### config.mk
export PLATFORM = sky130hd
export DESIGN_NAME = codec_converter_ctrl
export DESIGN_NICKNAME = d
export VERILOG_FILES = /design/src/shared/codec_ctrl_pkg.sv /design/src/codec_converter_ctrl.sv /design/src/level_monitor.sv /design/src/rate_gen.sv
export SDC_FILE = /design/constraint.sdc
export NUM_CORES = 1
export LEC_CHECK = 0
export BUFFER_PORTS_ARGS = -buffer_cell sky130_fd_sc_hd__buf_2
export CAP_MARGIN = 20
export CORE_ASPECT_RATIO = 0.8
export CORE_MARGIN = 2
export CORE_UTILIZATION = 40
export CTS_BUF_LIST = sky130_fd_sc_hd__clkbuf_4 sky130_fd_sc_hd__clkbuf_8
export DETAILED_ROUTE_END_ITERATION = 16
export HOLD_SLACK_MARGIN = 0.1
export PLACE_DENSITY_LB_ADDON = 0.2
export RECOVER_POWER = 100
export SYNTH_ARGS = -nofsm -noshare
export SYNTH_HDL_FRONTEND = slang
export SYNTH_HIERARCHICAL = 1
export SYNTH_SLANG_ARGS = --single-unit
### constraint.sdc
create_clock -name sys_clk_in -period 17.1 [get_ports sys_clk_in]
set_input_delay 0.855 -clock sys_clk_in [delete_from_list [all_inputs] [get_ports sys_clk_in]]
set_output_delay 0.855 -clock sys_clk_in [all_outputs]
set_load 0.02 [all_outputs]
### src/shared/codec_ctrl_pkg.sv
// Constants, register map and lookup tables for the converter control block.
// Assumes the system clock is also the master audio clock.
package codec_ctrl_pkg;

	// Register page and word offsets
	localparam logic [3:0] CTRL_PAGE      = 4'h2;
	localparam logic [5:0] OFS_RATE_DIV   = 6'h00;
	localparam logic [5:0] OFS_AGC_CTRL   = 6'h01;
	localparam logic [5:0] OFS_STATUS     = 6'h04;
	localparam logic [5:0] OFS_CLK_NOISE  = 6'h06;
	localparam logic [5:0] OFS_PLL_INT    = 6'h1b;
	localparam logic [5:0] OFS_PLL_FRAC   = 6'h1c;
	localparam logic [5:0] OFS_STEP_HYST  = 6'h1d;
	localparam logic [5:0] OFS_LIMIT_DEB  = 6'h1e;

	// Field positions
	localparam int REC_DIV_LSB   = 0;
	localparam int PLAY_DIV_LSB  = 3;
	localparam int AGC_EN_BIT    = 0;
	localparam int TC_LSB        = 1;
	localparam int TGT_LSB       = 5;
	localparam int AGC_GAIN_LSB  = 8;
	localparam int ST_GAIN_EQ    = 0;
	localparam int ST_NOISE      = 11;
	localparam int ST_SAT        = 12;
	localparam int ST_REC_PD     = 13;
	localparam int CLIP_STEP_BIT = 3;
	localparam int NOISE_LSB     = 4;
	localparam int FSREF_SEL_BIT = 13;
	localparam int PLL_P_LSB     = 0;
	localparam int PLL_Q_LSB     = 4;
	localparam int PLL_J_LSB     = 8;
	localparam int PLL_EN_BIT    = 15;
	localparam int PLL_D_LSB     = 2;
	localparam int REQ_GAIN_LSB  = 0;
	localparam int PLAY_PWR_BIT  = 8;
	localparam int HYST_LSB      = 9;
	localparam int REC_PWR_BIT   = 11;
	localparam int SS_SLOW_BIT   = 12;
	localparam int SS_DIS_BIT    = 15;
	localparam int DEB_OUT_LSB   = 3;
	localparam int DEB_IN_LSB    = 6;
	localparam int MAXG_LSB      = 9;

	// Writable bits and reset values
	localparam logic [15:0] MASK_CLK_NOISE = 16'h2038;
	localparam logic [15:0] MASK_PLL_INT   = 16'hfff7;
	localparam logic [15:0] MASK_PLL_FRAC  = 16'hfffc;
	localparam logic [15:0] MASK_STEP_HYST = 16'h9f7f;
	localparam logic [15:0] MASK_LIMIT_DEB = 16'hfff8;
	localparam logic [15:0] RST_CFG        = 16'h0000;
	localparam logic [15:0] RST_LIMIT_DEB  = 16'hee00;

	// Clock generation and gain scales
	localparam int DIRECT_SCALE = 128;
	localparam int PLL_SCALE    = 2048;
	localparam int FRAC_SCALE   = 10000;
	localparam int Q_MIN        = 2;
	localparam logic [6:0] GAIN_MAX = 7'd119;
	localparam int SAMPLE_W     = 24;
	localparam logic [23:0] CLIP_LEVEL = 24'h7f0000;

	// Timing
	localparam int CLK_MHZ         = 100;
	localparam int ATTACK_MIN_MS   = 8;
	localparam int DECAY_MIN_MS    = 100;
	localparam int ATTACK_BASE_CYC = ATTACK_MIN_MS * CLK_MHZ * 1000;
	localparam int DECAY_BASE_CYC  = DECAY_MIN_MS * CLK_MHZ * 1000;

	// Record power sequence
	typedef enum logic [2:0] {
		PW_OFF  = 3'b001,
		PW_ON   = 3'b010,
		PW_DOWN = 3'b100
	} pwr_state_e;

	// Rate divider in half units: 1, 1.5, 2, 3, 4, 5, 5.5, 6
	function automatic logic [3:0] div_half(input logic [2:0] code);
		logic [3:0] v;
		v = 4'h2;
		case (code)
			3'h0: v = 4'h2;
			3'h1: v = 4'h3;
			3'h2: v = 4'h4;
			3'h3: v = 4'h6;
			3'h4: v = 4'h8;
			3'h5: v = 4'ha;
			3'h6: v = 4'hb;
			default: v = 4'hc;
		endcase
		return v;
	endfunction

	// Target average, -5.5 dB down to -24 dB of full scale
	function automatic logic [23:0] target_level(input logic [2:0] code);
		logic [23:0] v;
		v = 24'h0;
		case (code)
			3'h0: v = 24'h43f3d8;
			3'h1: v = 24'h32f551;
			3'h2: v = 24'h287a10;
			3'h3: v = 24'h2026f7;
			3'h4: v = 24'h198a1d;
			3'h5: v = 24'h12148a;
			3'h6: v = 24'h0ccccd;
			default: v = 24'h08138a;
		endcase
		return v;
	endfunction

	// Noise threshold -60, -70, -80, -90 dB and lowest allowed maximum gain
	function automatic logic [23:0] noise_level(input logic [1:0] code);
		return (code == 2'h0) ? 24'h0020c5 : (code == 2'h1) ? 24'h000a5d :
			(code == 2'h2) ? 24'h000347 : 24'h000109;
	endfunction

	function automatic logic [6:0] min_max_gain(input logic [1:0] code);
		return (code == 2'h0) ? 7'd0 : (code == 2'h1) ? 7'd23 :
			(code == 2'h2) ? 7'd43 : 7'd63;
	endfunction

	// Decay multiples of the shortest decay time: 100..500 ms
	function automatic int decay_mult(input logic [1:0] code);
		return (code == 2'h0) ? 1 : (code == 2'h1) ? 2 : (code == 2'h2) ? 4 : 5;
	endfunction

endpackage

### src/codec_converter_ctrl.sv
// Converter clocking, input gain stepping and automatic gain loop with registers.
// Assumes sys_clk_in is the master clock and the register port is same-clock.
// Overview of operation
// - Playback and record rates divide reference rate
// - Without PLL, reference is clock over 128Q
// - With PLL, reference is clock*K over 2048P
// - Gain 0-59.5 dB, half-dB step per samples
// - Mute at reset, ramp to mute before off
// - Status flag when applied equals requested gain
// - Disable bit makes gain changes immediate
// - Converter powered: external clocks, oscillator off
// - Amplitude is running mean of magnitude
// - Eight target levels from -5.5 to -24 dB
// - Programmable attack and decay time constants
// - Silence ramps gain to 0 dB, flags noise
// - Four noise thresholds, debounce and hysteresis
// - Hysteresis and debounce fields as mapped
// - Loop gain capped by programmable maximum
// - Loop fields placed in page two registers
`timescale 1ns/1ps
`default_nettype none
module codec_converter_ctrl #(
	parameter int ATTACK_BASE_CYC = codec_ctrl_pkg::ATTACK_BASE_CYC,
	parameter int DECAY_BASE_CYC  = codec_ctrl_pkg::DECAY_BASE_CYC
)(
	// Clock and reset
	input  wire logic        sys_clk_in,
	input  wire logic        rst_n_in,
	// Control register port
	input  wire logic [3:0]  reg_page_in,
	input  wire logic [5:0]  reg_addr_in,
	input  wire logic        reg_wr_in,
	input  wire logic        reg_rd_in,
	input  wire logic [15:0] reg_wdata_in,
	output logic      [15:0] reg_rdata_out,
	output logic             reg_rvalid_out,
	// Record samples after the gain stage
	input  wire logic [23:0] rec_sample_in,
	input  wire logic        rec_sample_valid_in,
	// Rate strobes and clock selection
	output logic             fsref_tick_out,
	output logic             play_tick_out,
	output logic             rec_tick_out,
	output logic             fsref_sel_out,
	output logic             meas_ext_clk_out,
	output logic             osc_pd_out,
	// Input gain stage
	output logic      [6:0]  pga_gain_out,
	output logic             pga_mute_out,
	output logic             rec_power_out
);
	localparam int W = codec_ctrl_pkg::SAMPLE_W;

	logic [5:0]  div_reg, div_next;
	logic [7:0]  agc_reg, agc_next;
	logic [15:0] clkn_reg, clkn_next, plli_reg, plli_next, pllf_reg, pllf_next;
	logic [15:0] step_reg, step_next, lim_reg, lim_next, rdata_reg, rdata_next, st_word;
	logic        rvalid_reg, rvalid_next, page_hit;
	logic [6:0]  agc_gain_reg, agc_gain_next, eff_max, host_gain, max_field;
	logic [31:0] timer_reg, timer_next, attack_cyc, decay_cyc;
	logic [7:0]  appl_reg, appl_next, goal;
	logic        phase_reg, phase_next;
	codec_ctrl_pkg::pwr_state_e pwr_reg, pwr_next;
	logic [W-1:0] avg, tgt, thr, exit_thr;
	logic        silent, clip, rec_tick, agc_en, loud, quiet, step_now;
	logic [1:0]  thr_code, hyst_code;
	logic [1:0]  ticks;

	if (ATTACK_BASE_CYC < 1 || DECAY_BASE_CYC < 1) $error("time constant counts must be positive");

	// Reference and per-path rates
	rate_gen #(
		.CH(2)
	) u_rate (
		.sys_clk_in     (sys_clk_in),
		.rst_n_in       (rst_n_in),
		.pll_en_in      (plli_reg[codec_ctrl_pkg::PLL_EN_BIT]),
		.q_code_in      (plli_reg[codec_ctrl_pkg::PLL_Q_LSB +: 4]),
		.p_code_in      (plli_reg[codec_ctrl_pkg::PLL_P_LSB +: 3]),
		.j_in           (plli_reg[codec_ctrl_pkg::PLL_J_LSB +: 7]),
		.frac_in        (pllf_reg[codec_ctrl_pkg::PLL_D_LSB +: 14]),
		.div_code_in    ({div_reg[codec_ctrl_pkg::PLAY_DIV_LSB +: 3],
		                  div_reg[codec_ctrl_pkg::REC_DIV_LSB +: 3]}),
		.fsref_tick_out (fsref_tick_out),
		.rate_tick_out  (ticks)
	);

	assign rec_tick      = ticks[0];
	assign rec_tick_out  = ticks[0];
	assign play_tick_out = ticks[1];

	// Threshold and hysteresis levels for the silence detector
	always_comb
	begin
		thr_code  = clkn_reg[codec_ctrl_pkg::NOISE_LSB +: 2];
		hyst_code = step_reg[codec_ctrl_pkg::HYST_LSB +: 2];
		thr       = codec_ctrl_pkg::noise_level(thr_code);
		exit_thr  = thr + W'((thr * hyst_code) >> 3);
	end

	level_monitor #(
		.W     (W),
		.SHIFT (5)
	) u_level (
		.sys_clk_in      (sys_clk_in),
		.rst_n_in        (rst_n_in),
		.sample_in       (rec_sample_in),
		.valid_in        (rec_sample_valid_in),
		.enter_level_in  (thr),
		.exit_level_in   (exit_thr),
		.deb_in_code_in  (lim_reg[codec_ctrl_pkg::DEB_IN_LSB +: 3]),
		.deb_out_code_in (lim_reg[codec_ctrl_pkg::DEB_OUT_LSB +: 3]),
		.avg_out         (avg),
		.silent_out      (silent),
		.clip_out        (clip)
	);

	assign page_hit = (reg_page_in == codec_ctrl_pkg::CTRL_PAGE);

	// Configuration writes and registered read data
	always_comb
	begin
		div_next    = div_reg;
		agc_next    = agc_reg;
		clkn_next   = clkn_reg;
		plli_next   = plli_reg;
		pllf_next   = pllf_reg;
		step_next   = step_reg;
		lim_next    = lim_reg;
		rdata_next  = rdata_reg;
		rvalid_next = reg_rd_in;
		st_word     = 16'h0000;
		st_word[codec_ctrl_pkg::ST_GAIN_EQ] = (appl_reg == goal);
		st_word[codec_ctrl_pkg::ST_NOISE]   = agc_en && silent;
		st_word[codec_ctrl_pkg::ST_SAT]     = clip;
		st_word[codec_ctrl_pkg::ST_REC_PD]  = (pwr_reg == codec_ctrl_pkg::PW_OFF);
		if (reg_wr_in && page_hit)
		begin
			case (reg_addr_in)
				codec_ctrl_pkg::OFS_RATE_DIV:  div_next  = reg_wdata_in[5:0];
				codec_ctrl_pkg::OFS_AGC_CTRL:  agc_next  = reg_wdata_in[7:0];
				codec_ctrl_pkg::OFS_CLK_NOISE: clkn_next = reg_wdata_in & codec_ctrl_pkg::MASK_CLK_NOISE;
				codec_ctrl_pkg::OFS_PLL_INT:   plli_next = reg_wdata_in & codec_ctrl_pkg::MASK_PLL_INT;
				codec_ctrl_pkg::OFS_PLL_FRAC:  pllf_next = reg_wdata_in & codec_ctrl_pkg::MASK_PLL_FRAC;
				codec_ctrl_pkg::OFS_STEP_HYST: step_next = reg_wdata_in & codec_ctrl_pkg::MASK_STEP_HYST;
				codec_ctrl_pkg::OFS_LIMIT_DEB: lim_next  = reg_wdata_in & codec_ctrl_pkg::MASK_LIMIT_DEB;
				default: ;
			endcase
		end
		if (reg_rd_in)
		begin
			rdata_next = 16'h0000;
			if (page_hit)
			begin
				case (reg_addr_in)
					codec_ctrl_pkg::OFS_RATE_DIV:  rdata_next = {10'h000, div_reg};
					codec_ctrl_pkg::OFS_AGC_CTRL:  rdata_next = {1'b0, agc_gain_reg, agc_reg};
					codec_ctrl_pkg::OFS_STATUS:    rdata_next = st_word;
					codec_ctrl_pkg::OFS_CLK_NOISE: rdata_next = clkn_reg;
					codec_ctrl_pkg::OFS_PLL_INT:   rdata_next = plli_reg;
					codec_ctrl_pkg::OFS_PLL_FRAC:  rdata_next = pllf_reg;
					codec_ctrl_pkg::OFS_STEP_HYST: rdata_next = step_reg;
					codec_ctrl_pkg::OFS_LIMIT_DEB: rdata_next = lim_reg;
					default: rdata_next = 16'h0000;
				endcase
			end
		end
	end

	always_ff @(posedge sys_clk_in or negedge rst_n_in)
	begin
		if (!rst_n_in)
		begin
			div_reg    <= 6'h00;
			agc_reg    <= 8'h00;
			clkn_reg   <= codec_ctrl_pkg::RST_CFG;
			plli_reg   <= codec_ctrl_pkg::RST_CFG;
			pllf_reg   <= codec_ctrl_pkg::RST_CFG;
			step_reg   <= codec_ctrl_pkg::RST_CFG;
			lim_reg    <= codec_ctrl_pkg::RST_LIMIT_DEB;
			rdata_reg  <= 16'h0000;
			rvalid_reg <= 1'b0;
		end
		else
		begin
			div_reg    <= div_next;
			agc_reg    <= agc_next;
			clkn_reg   <= clkn_next;
			plli_reg   <= plli_next;
			pllf_reg   <= pllf_next;
			step_reg   <= step_next;
			lim_reg    <= lim_next;
			rdata_reg  <= rdata_next;
			rvalid_reg <= rvalid_next;
		end
	end

	assign reg_rdata_out  = rdata_reg;
	assign reg_rvalid_out = rvalid_reg;
	assign fsref_sel_out  = clkn_reg[codec_ctrl_pkg::FSREF_SEL_BIT];

	// Automatic gain loop: silence ramp, clip step, attack and decay timers
	always_comb
	begin
		agc_en     = agc_reg[codec_ctrl_pkg::AGC_EN_BIT];
		host_gain  = step_reg[codec_ctrl_pkg::REQ_GAIN_LSB +: 7];
		if (host_gain > codec_ctrl_pkg::GAIN_MAX)
			host_gain = codec_ctrl_pkg::GAIN_MAX;
		max_field  = lim_reg[codec_ctrl_pkg::MAXG_LSB +: 7];
		eff_max    = (max_field < codec_ctrl_pkg::min_max_gain(thr_code)) ?
			codec_ctrl_pkg::min_max_gain(thr_code) : max_field;
		if (eff_max > codec_ctrl_pkg::GAIN_MAX)
			eff_max = codec_ctrl_pkg::GAIN_MAX;
		tgt        = codec_ctrl_pkg::target_level(agc_reg[codec_ctrl_pkg::TGT_LSB +: 3]);
		attack_cyc = 32'((ATTACK_BASE_CYC * (2 + int'(agc_reg[codec_ctrl_pkg::TC_LSB + 2 +: 2]))) / 2);
		decay_cyc  = 32'(DECAY_BASE_CYC * codec_ctrl_pkg::decay_mult(agc_reg[codec_ctrl_pkg::TC_LSB +: 2]));
		loud       = (avg > tgt);
		quiet      = (avg < tgt);
		agc_gain_next = agc_gain_reg;
		timer_next    = 32'h0;
		if (!agc_en)
			agc_gain_next = host_gain;
		else if (silent)
		begin
			if (rec_tick && agc_gain_reg != 7'd0)
				agc_gain_next = agc_gain_reg - 7'd1;
		end
		else if (clip && clkn_reg[codec_ctrl_pkg::CLIP_STEP_BIT] && rec_tick)
		begin
			if (agc_gain_reg != 7'd0)
				agc_gain_next = agc_gain_reg - 7'd1;
		end
		else if (loud || quiet)
		begin
			timer_next = timer_reg + 32'h1;
			if (loud && timer_next >= attack_cyc)
			begin
				timer_next = 32'h0;
				if (agc_gain_reg != 7'd0)
					agc_gain_next = agc_gain_reg - 7'd1;
			end
			else if (quiet && timer_next >= decay_cyc)
			begin
				timer_next = 32'h0;
				if (agc_gain_reg < eff_max)
					agc_gain_next = agc_gain_reg + 7'd1;
			end
		end
		if (agc_en && agc_gain_next > eff_max)
			agc_gain_next = eff_max;
	end

	always_ff @(posedge sys_clk_in or negedge rst_n_in)
	begin
		if (!rst_n_in)
		begin
			agc_gain_reg <= 7'd0;
			timer_reg    <= 32'h0;
		end
		else
		begin
			agc_gain_reg <= agc_gain_next;
			timer_reg    <= timer_next;
		end
	end

	// Record power sequence and soft-stepped applied gain level
	always_comb
	begin
		pwr_next   = pwr_reg;
		phase_next = phase_reg;
		appl_next  = appl_reg;
		step_now   = 1'b0;
		unique case (pwr_reg)
			codec_ctrl_pkg::PW_OFF:
				if (step_reg[codec_ctrl_pkg::REC_PWR_BIT])
					pwr_next = codec_ctrl_pkg::PW_ON;
			codec_ctrl_pkg::PW_ON:
				if (!step_reg[codec_ctrl_pkg::REC_PWR_BIT])
					pwr_next = codec_ctrl_pkg::PW_DOWN;
			codec_ctrl_pkg::PW_DOWN:
				if (step_reg[codec_ctrl_pkg::REC_PWR_BIT])
					pwr_next = codec_ctrl_pkg::PW_ON;
				else if (appl_reg == 8'h00)
					pwr_next = codec_ctrl_pkg::PW_OFF;
		endcase
		// Level 0 is mute, level n is gain n-1 half-decibels
		goal = (pwr_reg == codec_ctrl_pkg::PW_ON) ?
			{1'b0, (agc_en ? agc_gain_reg : host_gain)} + 8'h01 : 8'h00;
		if (rec_tick)
		begin
			phase_next = !phase_reg;
			step_now   = !step_reg[codec_ctrl_pkg::SS_SLOW_BIT] || phase_reg;
		end
		if (pwr_reg == codec_ctrl_pkg::PW_OFF)
			appl_next = 8'h00;
		else if (step_reg[codec_ctrl_pkg::SS_DIS_BIT])
			appl_next = goal;
		else if (step_now && appl_reg < goal)
			appl_next = appl_reg + 8'h01;
		else if (step_now && appl_reg > goal)
			appl_next = appl_reg - 8'h01;
	end

	always_ff @(posedge sys_clk_in or negedge rst_n_in)
	begin
		if (!rst_n_in)
		begin
			pwr_reg   <= codec_ctrl_pkg::PW_OFF;
			phase_reg <= 1'b0;
			appl_reg  <= 8'h00;
		end
		else
		begin
			pwr_reg   <= pwr_next;
			phase_reg <= phase_next;
			appl_reg  <= appl_next;
		end
	end

	// Gain stage and clock source outputs
	assign pga_mute_out     = (appl_reg == 8'h00);
	assign pga_gain_out     = pga_mute_out ? 7'd0 : 7'(appl_reg - 8'h01);
	assign rec_power_out    = (pwr_reg != codec_ctrl_pkg::PW_OFF);
	assign meas_ext_clk_out = rec_power_out || step_reg[codec_ctrl_pkg::PLAY_PWR_BIT];
	assign osc_pd_out       = rec_power_out || step_reg[codec_ctrl_pkg::PLAY_PWR_BIT];
endmodule
`default_nettype wire

### src/level_monitor.sv
// Absolute-average level tracker with debounced silence detection.
// Assumes record samples arrive as same-clock two's complement words.
`timescale 1ns/1ps
`default_nettype none
module level_monitor #(
	parameter int W     = 24,
	parameter int SHIFT = 5
)(
	// Clock and reset
	input  wire logic          sys_clk_in,
	input  wire logic          rst_n_in,
	// Record samples
	input  wire logic [W-1:0]  sample_in,
	input  wire logic          valid_in,
	// Thresholds and debounce codes
	input  wire logic [W-1:0]  enter_level_in,
	input  wire logic [W-1:0]  exit_level_in,
	input  wire logic [2:0]    deb_in_code_in,
	input  wire logic [2:0]    deb_out_code_in,
	// Results
	output logic [W-1:0]       avg_out,
	output logic               silent_out,
	output logic               clip_out
);
	logic [W-1:0] mag, avg_reg, avg_next;
	logic [W:0]   avg_sum;
	logic [7:0]   cnt_reg, cnt_next, lim;
	logic         silent_reg, silent_next, clip_reg, clip_next;

	if (W < 16 || SHIFT < 1 || SHIFT >= W) $error("level_monitor width or shift unusable");

	// Running mean of magnitude, then silence entry and exit with debounce
	always_comb
	begin
		mag         = sample_in[W-1] ? (~sample_in + 1'b1) : sample_in;
		avg_sum     = {1'b0, avg_reg} + (W+1)'(mag >> SHIFT) - (W+1)'(avg_reg >> SHIFT);
		avg_next    = avg_reg;
		cnt_next    = cnt_reg;
		silent_next = silent_reg;
		clip_next   = clip_reg;
		lim         = 8'h01 << (silent_reg ? deb_out_code_in : deb_in_code_in);
		if (valid_in)
		begin
			avg_next  = avg_sum[W-1:0];
			clip_next = (mag >= W'(codec_ctrl_pkg::CLIP_LEVEL));
			if ((!silent_reg && avg_reg < enter_level_in) || (silent_reg && avg_reg > exit_level_in))
			begin
				if (cnt_reg + 8'h01 >= lim)
				begin
					silent_next = !silent_reg;
					cnt_next    = 8'h00;
				end
				else
					cnt_next = cnt_reg + 8'h01;
			end
			else
				cnt_next = 8'h00;
		end
	end

	// Monitor state
	always_ff @(posedge sys_clk_in or negedge rst_n_in)
	begin
		if (!rst_n_in)
		begin
			avg_reg    <= '0;
			cnt_reg    <= 8'h00;
			silent_reg <= 1'b0;
			clip_reg   <= 1'b0;
		end
		else
		begin
			avg_reg    <= avg_next;
			cnt_reg    <= cnt_next;
			silent_reg <= silent_next;
			clip_reg   <= clip_next;
		end
	end

	assign avg_out    = avg_reg;
	assign silent_out = silent_reg;
	assign clip_out   = clip_reg;
endmodule
`default_nettype wire

### src/rate_gen.sv
// Reference rate generator and per-channel half-step rate dividers.
// Assumes the system clock is the master clock; all inputs are same-clock.
`timescale 1ns/1ps
`default_nettype none
module rate_gen #(
	parameter int CH = 2
)(
	// Clock and reset
	input  wire logic              sys_clk_in,
	input  wire logic              rst_n_in,
	// Clock configuration
	input  wire logic              pll_en_in,
	input  wire logic [3:0]        q_code_in,
	input  wire logic [2:0]        p_code_in,
	input  wire logic [6:0]        j_in,
	input  wire logic [13:0]       frac_in,
	input  wire logic [CH*3-1:0]   div_code_in,
	// Rate strobes
	output logic                   fsref_tick_out,
	output logic [CH-1:0]          rate_tick_out
);
	logic [11:0] cnt_reg, cnt_next, dir_limit;
	logic [27:0] acc_reg, acc_next, pll_mod;
	logic [19:0] pll_inc;
	logic [28:0] acc_sum;
	logic        tick_reg, tick_next;

	if (CH < 1) $error("rate_gen needs at least one channel");

	// Direct divide by 128*Q, or fractional accumulator for MCLK*K/(2048*P)
	always_comb
	begin
		dir_limit = 12'(codec_ctrl_pkg::DIRECT_SCALE * (int'(q_code_in) + codec_ctrl_pkg::Q_MIN) - 1);
		pll_inc   = 20'(int'(j_in) * codec_ctrl_pkg::FRAC_SCALE + int'(frac_in));
		pll_mod   = 28'(codec_ctrl_pkg::PLL_SCALE * codec_ctrl_pkg::FRAC_SCALE * (int'(p_code_in) + 1));
		acc_sum   = 29'(acc_reg) + 29'(pll_inc);
		cnt_next  = cnt_reg;
		acc_next  = acc_reg;
		tick_next = 1'b0;
		if (pll_en_in)
		begin
			cnt_next = 12'h000;
			if (acc_sum >= 29'(pll_mod))
			begin
				acc_next  = 28'(acc_sum - 29'(pll_mod));
				tick_next = 1'b1;
			end
			else
				acc_next = acc_sum[27:0];
		end
		else
		begin
			acc_next = 28'h0;
			if (cnt_reg >= dir_limit)
			begin
				cnt_next  = 12'h000;
				tick_next = 1'b1;
			end
			else
				cnt_next = cnt_reg + 12'h001;
		end
	end

	// Reference rate state
	always_ff @(posedge sys_clk_in or negedge rst_n_in)
	begin
		if (!rst_n_in)
		begin
			cnt_reg  <= 12'h000;
			acc_reg  <= 28'h0;
			tick_reg <= 1'b0;
		end
		else
		begin
			cnt_reg  <= cnt_next;
			acc_reg  <= acc_next;
			tick_reg <= tick_next;
		end
	end

	assign fsref_tick_out = tick_reg;

	// One divider per channel, counting two half units per reference tick
	for (genvar g = 0; g < CH; g++)
	begin : g_div
		logic [4:0] hacc_reg, hacc_next, hsum, lim;
		logic       out_reg, out_next;

		always_comb
		begin
			lim       = {1'b0, codec_ctrl_pkg::div_half(div_code_in[3*g +: 3])};
			hsum      = hacc_reg + 5'h02;
			hacc_next = hacc_reg;
			out_next  = 1'b0;
			if (tick_reg)
			begin
				if (hsum >= lim)
				begin
					hacc_next = hsum - lim;
					out_next  = 1'b1;
				end
				else
					hacc_next = hsum;
			end
		end

		always_ff @(posedge sys_clk_in or negedge rst_n_in)
		begin
			if (!rst_n_in)
			begin
				hacc_reg <= 5'h00;
				out_reg  <= 1'b0;
			end
			else
			begin
				hacc_reg <= hacc_next;
				out_reg  <= out_next;
			end
		end

		assign rate_tick_out[g] = out_reg;
	end
endmodule
`default_nettype wire

Yosys cells after proc, flatten, opt, wreduce, memory -nomap -nowiden
Index checks and enable logic that the tools add are counted.
Word-level totals
  input port bits: 55
  logic and storage cells: 212
  register bits: 228
Cells by class
  bitwise operators: 1
  eq/ne operators: 38
  shifts and indexed selects: 1
  multiplexer cells: 63
  magnitude comparators: 19
  multiply operators: 5
  reductions and logical operators: 37
  $add $sub $neg: 23
Operator list (count)
  32-bit two-way mux: 6
  23-bit case mux with 7 select lines: 1
  16-bit case mux with 8 select lines: 1
  7-bit two-way mux: 15
  28-bit two-way mux: 2
  8-bit two-way mux: 7
  4-bit case mux with 7 select lines: 2
  12-bit two-way mux: 3
  32-bit by 1-bit adder with 32-bit output, second input constant: 1
  32-bit by 22-bit greater-or-equal comparator with 1-bit output: 1
  32-bit by 27-bit greater-or-equal comparator with 1-bit output: 1
  11-bit by 32-bit multiplier with 13-bit output, first input constant: 1
  3-bit equality test, second input constant: 10
  28-bit by 20-bit adder with 29-bit output: 1
  29-bit by 28-bit greater-or-equal comparator with 1-bit output: 1
  28-bit subtractor: 1
  24-bit by 1-bit adder with 24-bit output, second input constant: 1
  24-bit by 19-bit adder with 24-bit output: 1
  6-bit by 5-bit equality test with 1-bit output, second input constant: 4
  24-bit by 23-bit greater-or-equal comparator with 1-bit output, second input constant: 1
  24-bit by 15-bit > comparator with 1-bit output: 1
  24-bit > comparator: 1
  24-bit by 14-bit less-than comparator with 1-bit output: 1
  24-bit less-than comparator: 1
  60 further kinds: 122

Logic depth before layout (Yosys ltp)
  depth in word-level cells: 19
  mapped depth: 34
  depth with buffers taken out: 33

Modules after synthesis
Netlist, hierarchy kept.
By module, submodules not included
  codec_converter_ctrl: seq. area each 3537.1 µm², area each 11407.2 µm², instances 1, cells each 1240
  rate_gen: seq. area each 1326.3 µm², area each 6381.1 µm², instances 1, cells each 732
  level_monitor: seq. area each 850.8 µm², area each 4959.8 µm², instances 1, cells each 610

Worst setup path before layout
Ideal clock, no wire load.
  kind: reg2reg
  from: reg plli_reg[9]
  to: reg u_rate.acc_reg[27]
  path slack: 9.493 ns
  arrival time: 7.533 ns
  stages on the path, launching flop included: 33
  cell sequence: dfrtp_1 ha_1 ha_1 ha_1 ha_1 inv_1 fa_1 inv_1 ha_1 or2_2 a21oi_1 a21oi_1 a21o_1 a21oi_1 xnor2_1 ha_1 clkbuf_1 nand4_1 or4b_2 o21ai_0 a21oi_1 nand2b_1 xnor2_1 ha_1 nand4b_1 nor4bb_1 o2111ai_1 a2111oi_2 nand4_1 nor4_2 nand3_2 a211o_1 a21oi_2
On the way
  longest elaborated chain between the ends: 6
Ends and longest elaborated chain
  start, declared: line codec_converter_ctrl.sv:56  | logic [15:0] clkn_reg, clkn_next, plli_reg, plli_next, pllf_reg, pllf_next;
  start signal, assigned: line codec_converter_ctrl.sv:177  | plli_reg <= codec_ctrl_pkg::RST_CFG;
  start signal, assigned: line codec_converter_ctrl.sv:189  | plli_reg <= plli_next;
  7-bit by 10-bit multiplier with 16-bit output *: line rate_gen.sv:34  | pll_inc = 20'(int'(j_in) * codec_ctrl_pkg::FRAC_SCALE + int'(frac_in));
  20-bit by 15-bit adder with 20-bit output *: line rate_gen.sv:34
  28-bit by 20-bit adder with 29-bit output *: line rate_gen.sv:36  | acc_sum = 29'(acc_reg) + 29'(pll_inc);
  28-bit subtractor or 29-bit by 28-bit greater-or-equal comparator with 1-bit output (tied branches): line rate_gen.sv:45, rate_gen.sv:43
  28-bit two-way mux *: line rate_gen.sv:43  | if (acc_sum >= 29'(pll_mod))
  28-bit two-way mux *: line rate_gen.sv:40  | if (pll_en_in)
  named net u_rate.acc_next[27]: line rate_gen.sv:23  | logic [27:0] acc_reg, acc_next, pll_mod;
  end signal, assigned: line rate_gen.sv:76  | acc_reg <= acc_next;
  end, declared: line rate_gen.sv:23
The timed path passes the listed nets; every way through them passes the cells marked *.
A chain may end at the register's enable or synchronous reset.

Worst setup path in the final report
Ends and elaborated chain as after synthesis.

==> impl_metrics.yaml <==
route:
  drcViolationCount: 0
  drt_iter0_drc: 1559
  ant_nets: 0
  viasPerCell: 5.63
  post_drt_wl_per_cell_um: 18.8
  vias: 19556
  dr.pass1.iters: 8
  routed_wl_mm: 65.4
setup_path:
  reg2reg_from: "plli_reg[9]"
  reg2reg_to: "u_rate/acc_reg[27]"
  r2r_cells: 31
  cp-end-kind: "register"
  worstPathMaxFanout: 14
  critPathMaxStageDelay_ns: 0.63
  critical_path_class: "register to register"
  critical_path_arrival_ns: 9.55
  cp_slowest_cell: "or4b_2"
  cp_common_cell: "ha_1"
  rrSetupSlack_ns: 8.08
  critical_path_required_ns: 17.63
  start_kind: "register"
floorplanning:
  start_util_pct: 40.3
  pin_count: 87
  rows: 78
  die_y_um: 217
  coreArea_um2: 56400
  die_area_um2: 58800
  fp.dieW_um: 271
clock_network:
  clkSinkCount: 228
  cts_resized: 0
  cts_max_level: 2
  hold_buffers: 0
  clkTransAtPathRegs_ns: 0.06
  cts-root-buf: "clkbuf_8"
  cts.path.max_buffers: 3
  numCtsBuffers: 43
  post_cts_buffers: 0
  cts_tree: "done"
  clock_latency_ns: 0.62
grt:
  grt_pass1_wl_mm: 105
  grt_pass1_vias: 18986
  grt_use_total_pct: 22.2
  antenna_found_initial: 11
  grt_overflow: 0
  grt_start_max_net_pins: 92
timing:
  clock_skew_ns: 0.0180
  timing.slew.headroom_pct: -246
  period_share_pct: 52.8
  drv_slew: 225
  max_freq_mhz: 111
  rsz0062_at_grt: "no"
  tns_ns: 0
  min_period_ns: 9.02
  tightestPinTransition_ns: 5.18
  hold_violations: 0
  setup_viol: 0
synthesis:
  ys_ff_latch: 228
  yosysUniqueCellTypes: 109
  synthCells: 2582
  synth_edf_count: 0
  syn_area_um2: 22700
  synthArstFlopShare_pct: 100
  yosysSeqAreaShare_pct: 25.1
  ys_warn_count: 6
  avgSynthCellArea_um2: 8.81
  synth_ff_type: "dfrtp_1"
run_status:
  violations: "max-capacitance violations, max-slew violations"
  status: "finished, violations left"
power:
  ir_worst_vdd_mv: 0.0836
  switchingPower_mw: 1.21
  p_per_area_nw_per_um2: 111
  pwr-share-comb_pct: 52.0
  p_int_mw: 1.53
  p_sw_share_pct: 44.3
  p_leak_nw: 11.8
  seq_power_share_pct: 27.0
  clockPowerShare_pct: 21.0
run:
  maxCapViolCount: 3
final_layout:
  largest_reg_flops: 32
  final_layout_size_suffix_gt1_share_pct: 9.83
  fin_nets: 3088
  area_delta_synth_final_pct: 8.90
  fin_area_um2: 24800
placed_design:
  gp_congestion: 0.893
  place_hpwl_mm: 50.5
  place_area_um2: 24000
  io_buffers: 86
min_path:
  hold_end: "phase_reg"
  hold_class: "register to register"
  hp-start: "phase_reg"
  min_path_cells: 1
## cells in the mapped netlist (49+ instances only)
cell | instances | area share [%]
mux2_2 | 82 | 4.1
nor2_1 | 154 | 2.5
nor2b_1 | 49 | 1.3
nand3_1 | 81 | 1.8
nor3_1 | 52 | 1.1
nand2_1 | 176 | 2.9
ha_1 | 320 | 18
o21ai_0 | 117 | 2.6
a21oi_1 | 144 | 3.2
xor2_1 | 83 | 3.2
inv_1 | 242 | 4.0
a21o_1 | 75 | 2.5
xnor2_1 | 113 | 4.4
dfrtp_1 | 221 | 24
clkbuf_1 | 60 | 0.99
## metal layers
metal / wire length, µm / vias to the layer above / track usage (%)
met1: 32400 / 9447 / 32.9
li1: - / 9481 / -
met4: 1100 / 8 / 5.29
met2: 27500 / 535 / 33.0
met5: 48 / - / 0
met3: 4260 / 85 / 4.37
## cell families after synthesis
logic type	synth area share, %
adder cells (fa/ha/maj)	20.9
AO/OA/AOI/OAI	19.7
multiplexers	4.94
XOR/XNOR	7.67
other	0.0330
flip-flops	25.1
AND/OR/NAND/NOR	16.2
buffers and inverters	5.47
## worst max path at each step
stage	startpoint	to	slack, ns
after CTS	plli_reg[9]	u_rate/acc_reg[27]	8.42
after global routing	plli_reg[9]	u_rate/acc_reg[27]	7.41
after floorplan	plli_reg[9]	u_rate/acc_reg[27]	9.49
final	plli_reg[9]	u_rate/acc_reg[27]	8.08
after global placement	plli_reg[9]	u_rate/acc_reg[27]	8.68
after detailed placement	plli_reg[9]	u_rate/acc_reg[27]	8.47
## power groups by stage
stage                     clock [mW]  combinational, mW  sequential, mW
after floorplan                    0               1.15           0.677
after global routing           0.623               1.60           0.755
after detailed placement           0               1.43           0.750
final                          0.576               1.42           0.742
after CTS                      0.595               1.44           0.742
after global placement             0               1.39           0.748
## critical path: cells and delay by family (launching register included)
| family | cells | cell delay (ns) |
|---|---|---|
| xor gates and xnor gates | 3 | 0.57 |
| and+or+nand+nor | 10 | 2.81 |
| DFF | 1 | 0.57 |
| AOI/OAI and AO/OA | 10 | 2.41 |
| buffers and inverters | 2 | 0.18 |
| adders and majority gates | 6 | 2.41 |
## cell usage in the layout, fill, tap and decap left out, types with 41 or more instances in the layout
master	Yosys	final
nor2_1	154	154
a21o_1	75	75
mux2_2	82	82
nand3_1	81	82
clkbuf_8	0	56
ha_1	320	320
buf_2	7	53
xnor2_1	113	113
clkbuf_1	60	41
nor3_1	52	50
nand2_1	176	176
xor2_1	83	83
nor2b_1	49	49
o21ai_0	117	118
a21oi_1	144	144
dfrtp_1	221	221
inv_1	242	242
## stage by stage
| step | hold slack (ns) | instances | worst slack [ns] | power (mW) | util (%) |
|---|---|---|---|---|---|
| 6_report | 0.458 | 3472 | 8.08 | 2.74 | 43.9 |
| 3_5_place_dp | 0.448 | 3387 | 8.47 | 2.18 | 42.5 |
| 2_1_floorplan | 0.425 | 2608 | 9.49 | 1.82 | - |
| 4_1_cts | 0.254 | 3463 | 8.42 | 2.78 | 44.1 |
| 5_1_grt | 0.485 | 3467 | 7.41 | 2.98 | 43.9 |
| 3_3_place_gp | 0.449 | 3387 | 8.68 | 2.14 | 42.5 |
## cell type report
type	instances	area [µm²]
Fill cell	5628	31600
Tap cell	760	951
Antenna cell	5	12.5
Sequential cell	228	5710
Timing Repair Buffer	101	472
Multi-Input combinational cell	2059	15800
Inverter	243	912
Clock buffer	67	853
Clock inverter	9	47.5
No activity file was read; power rests on OpenSTA's default activity.
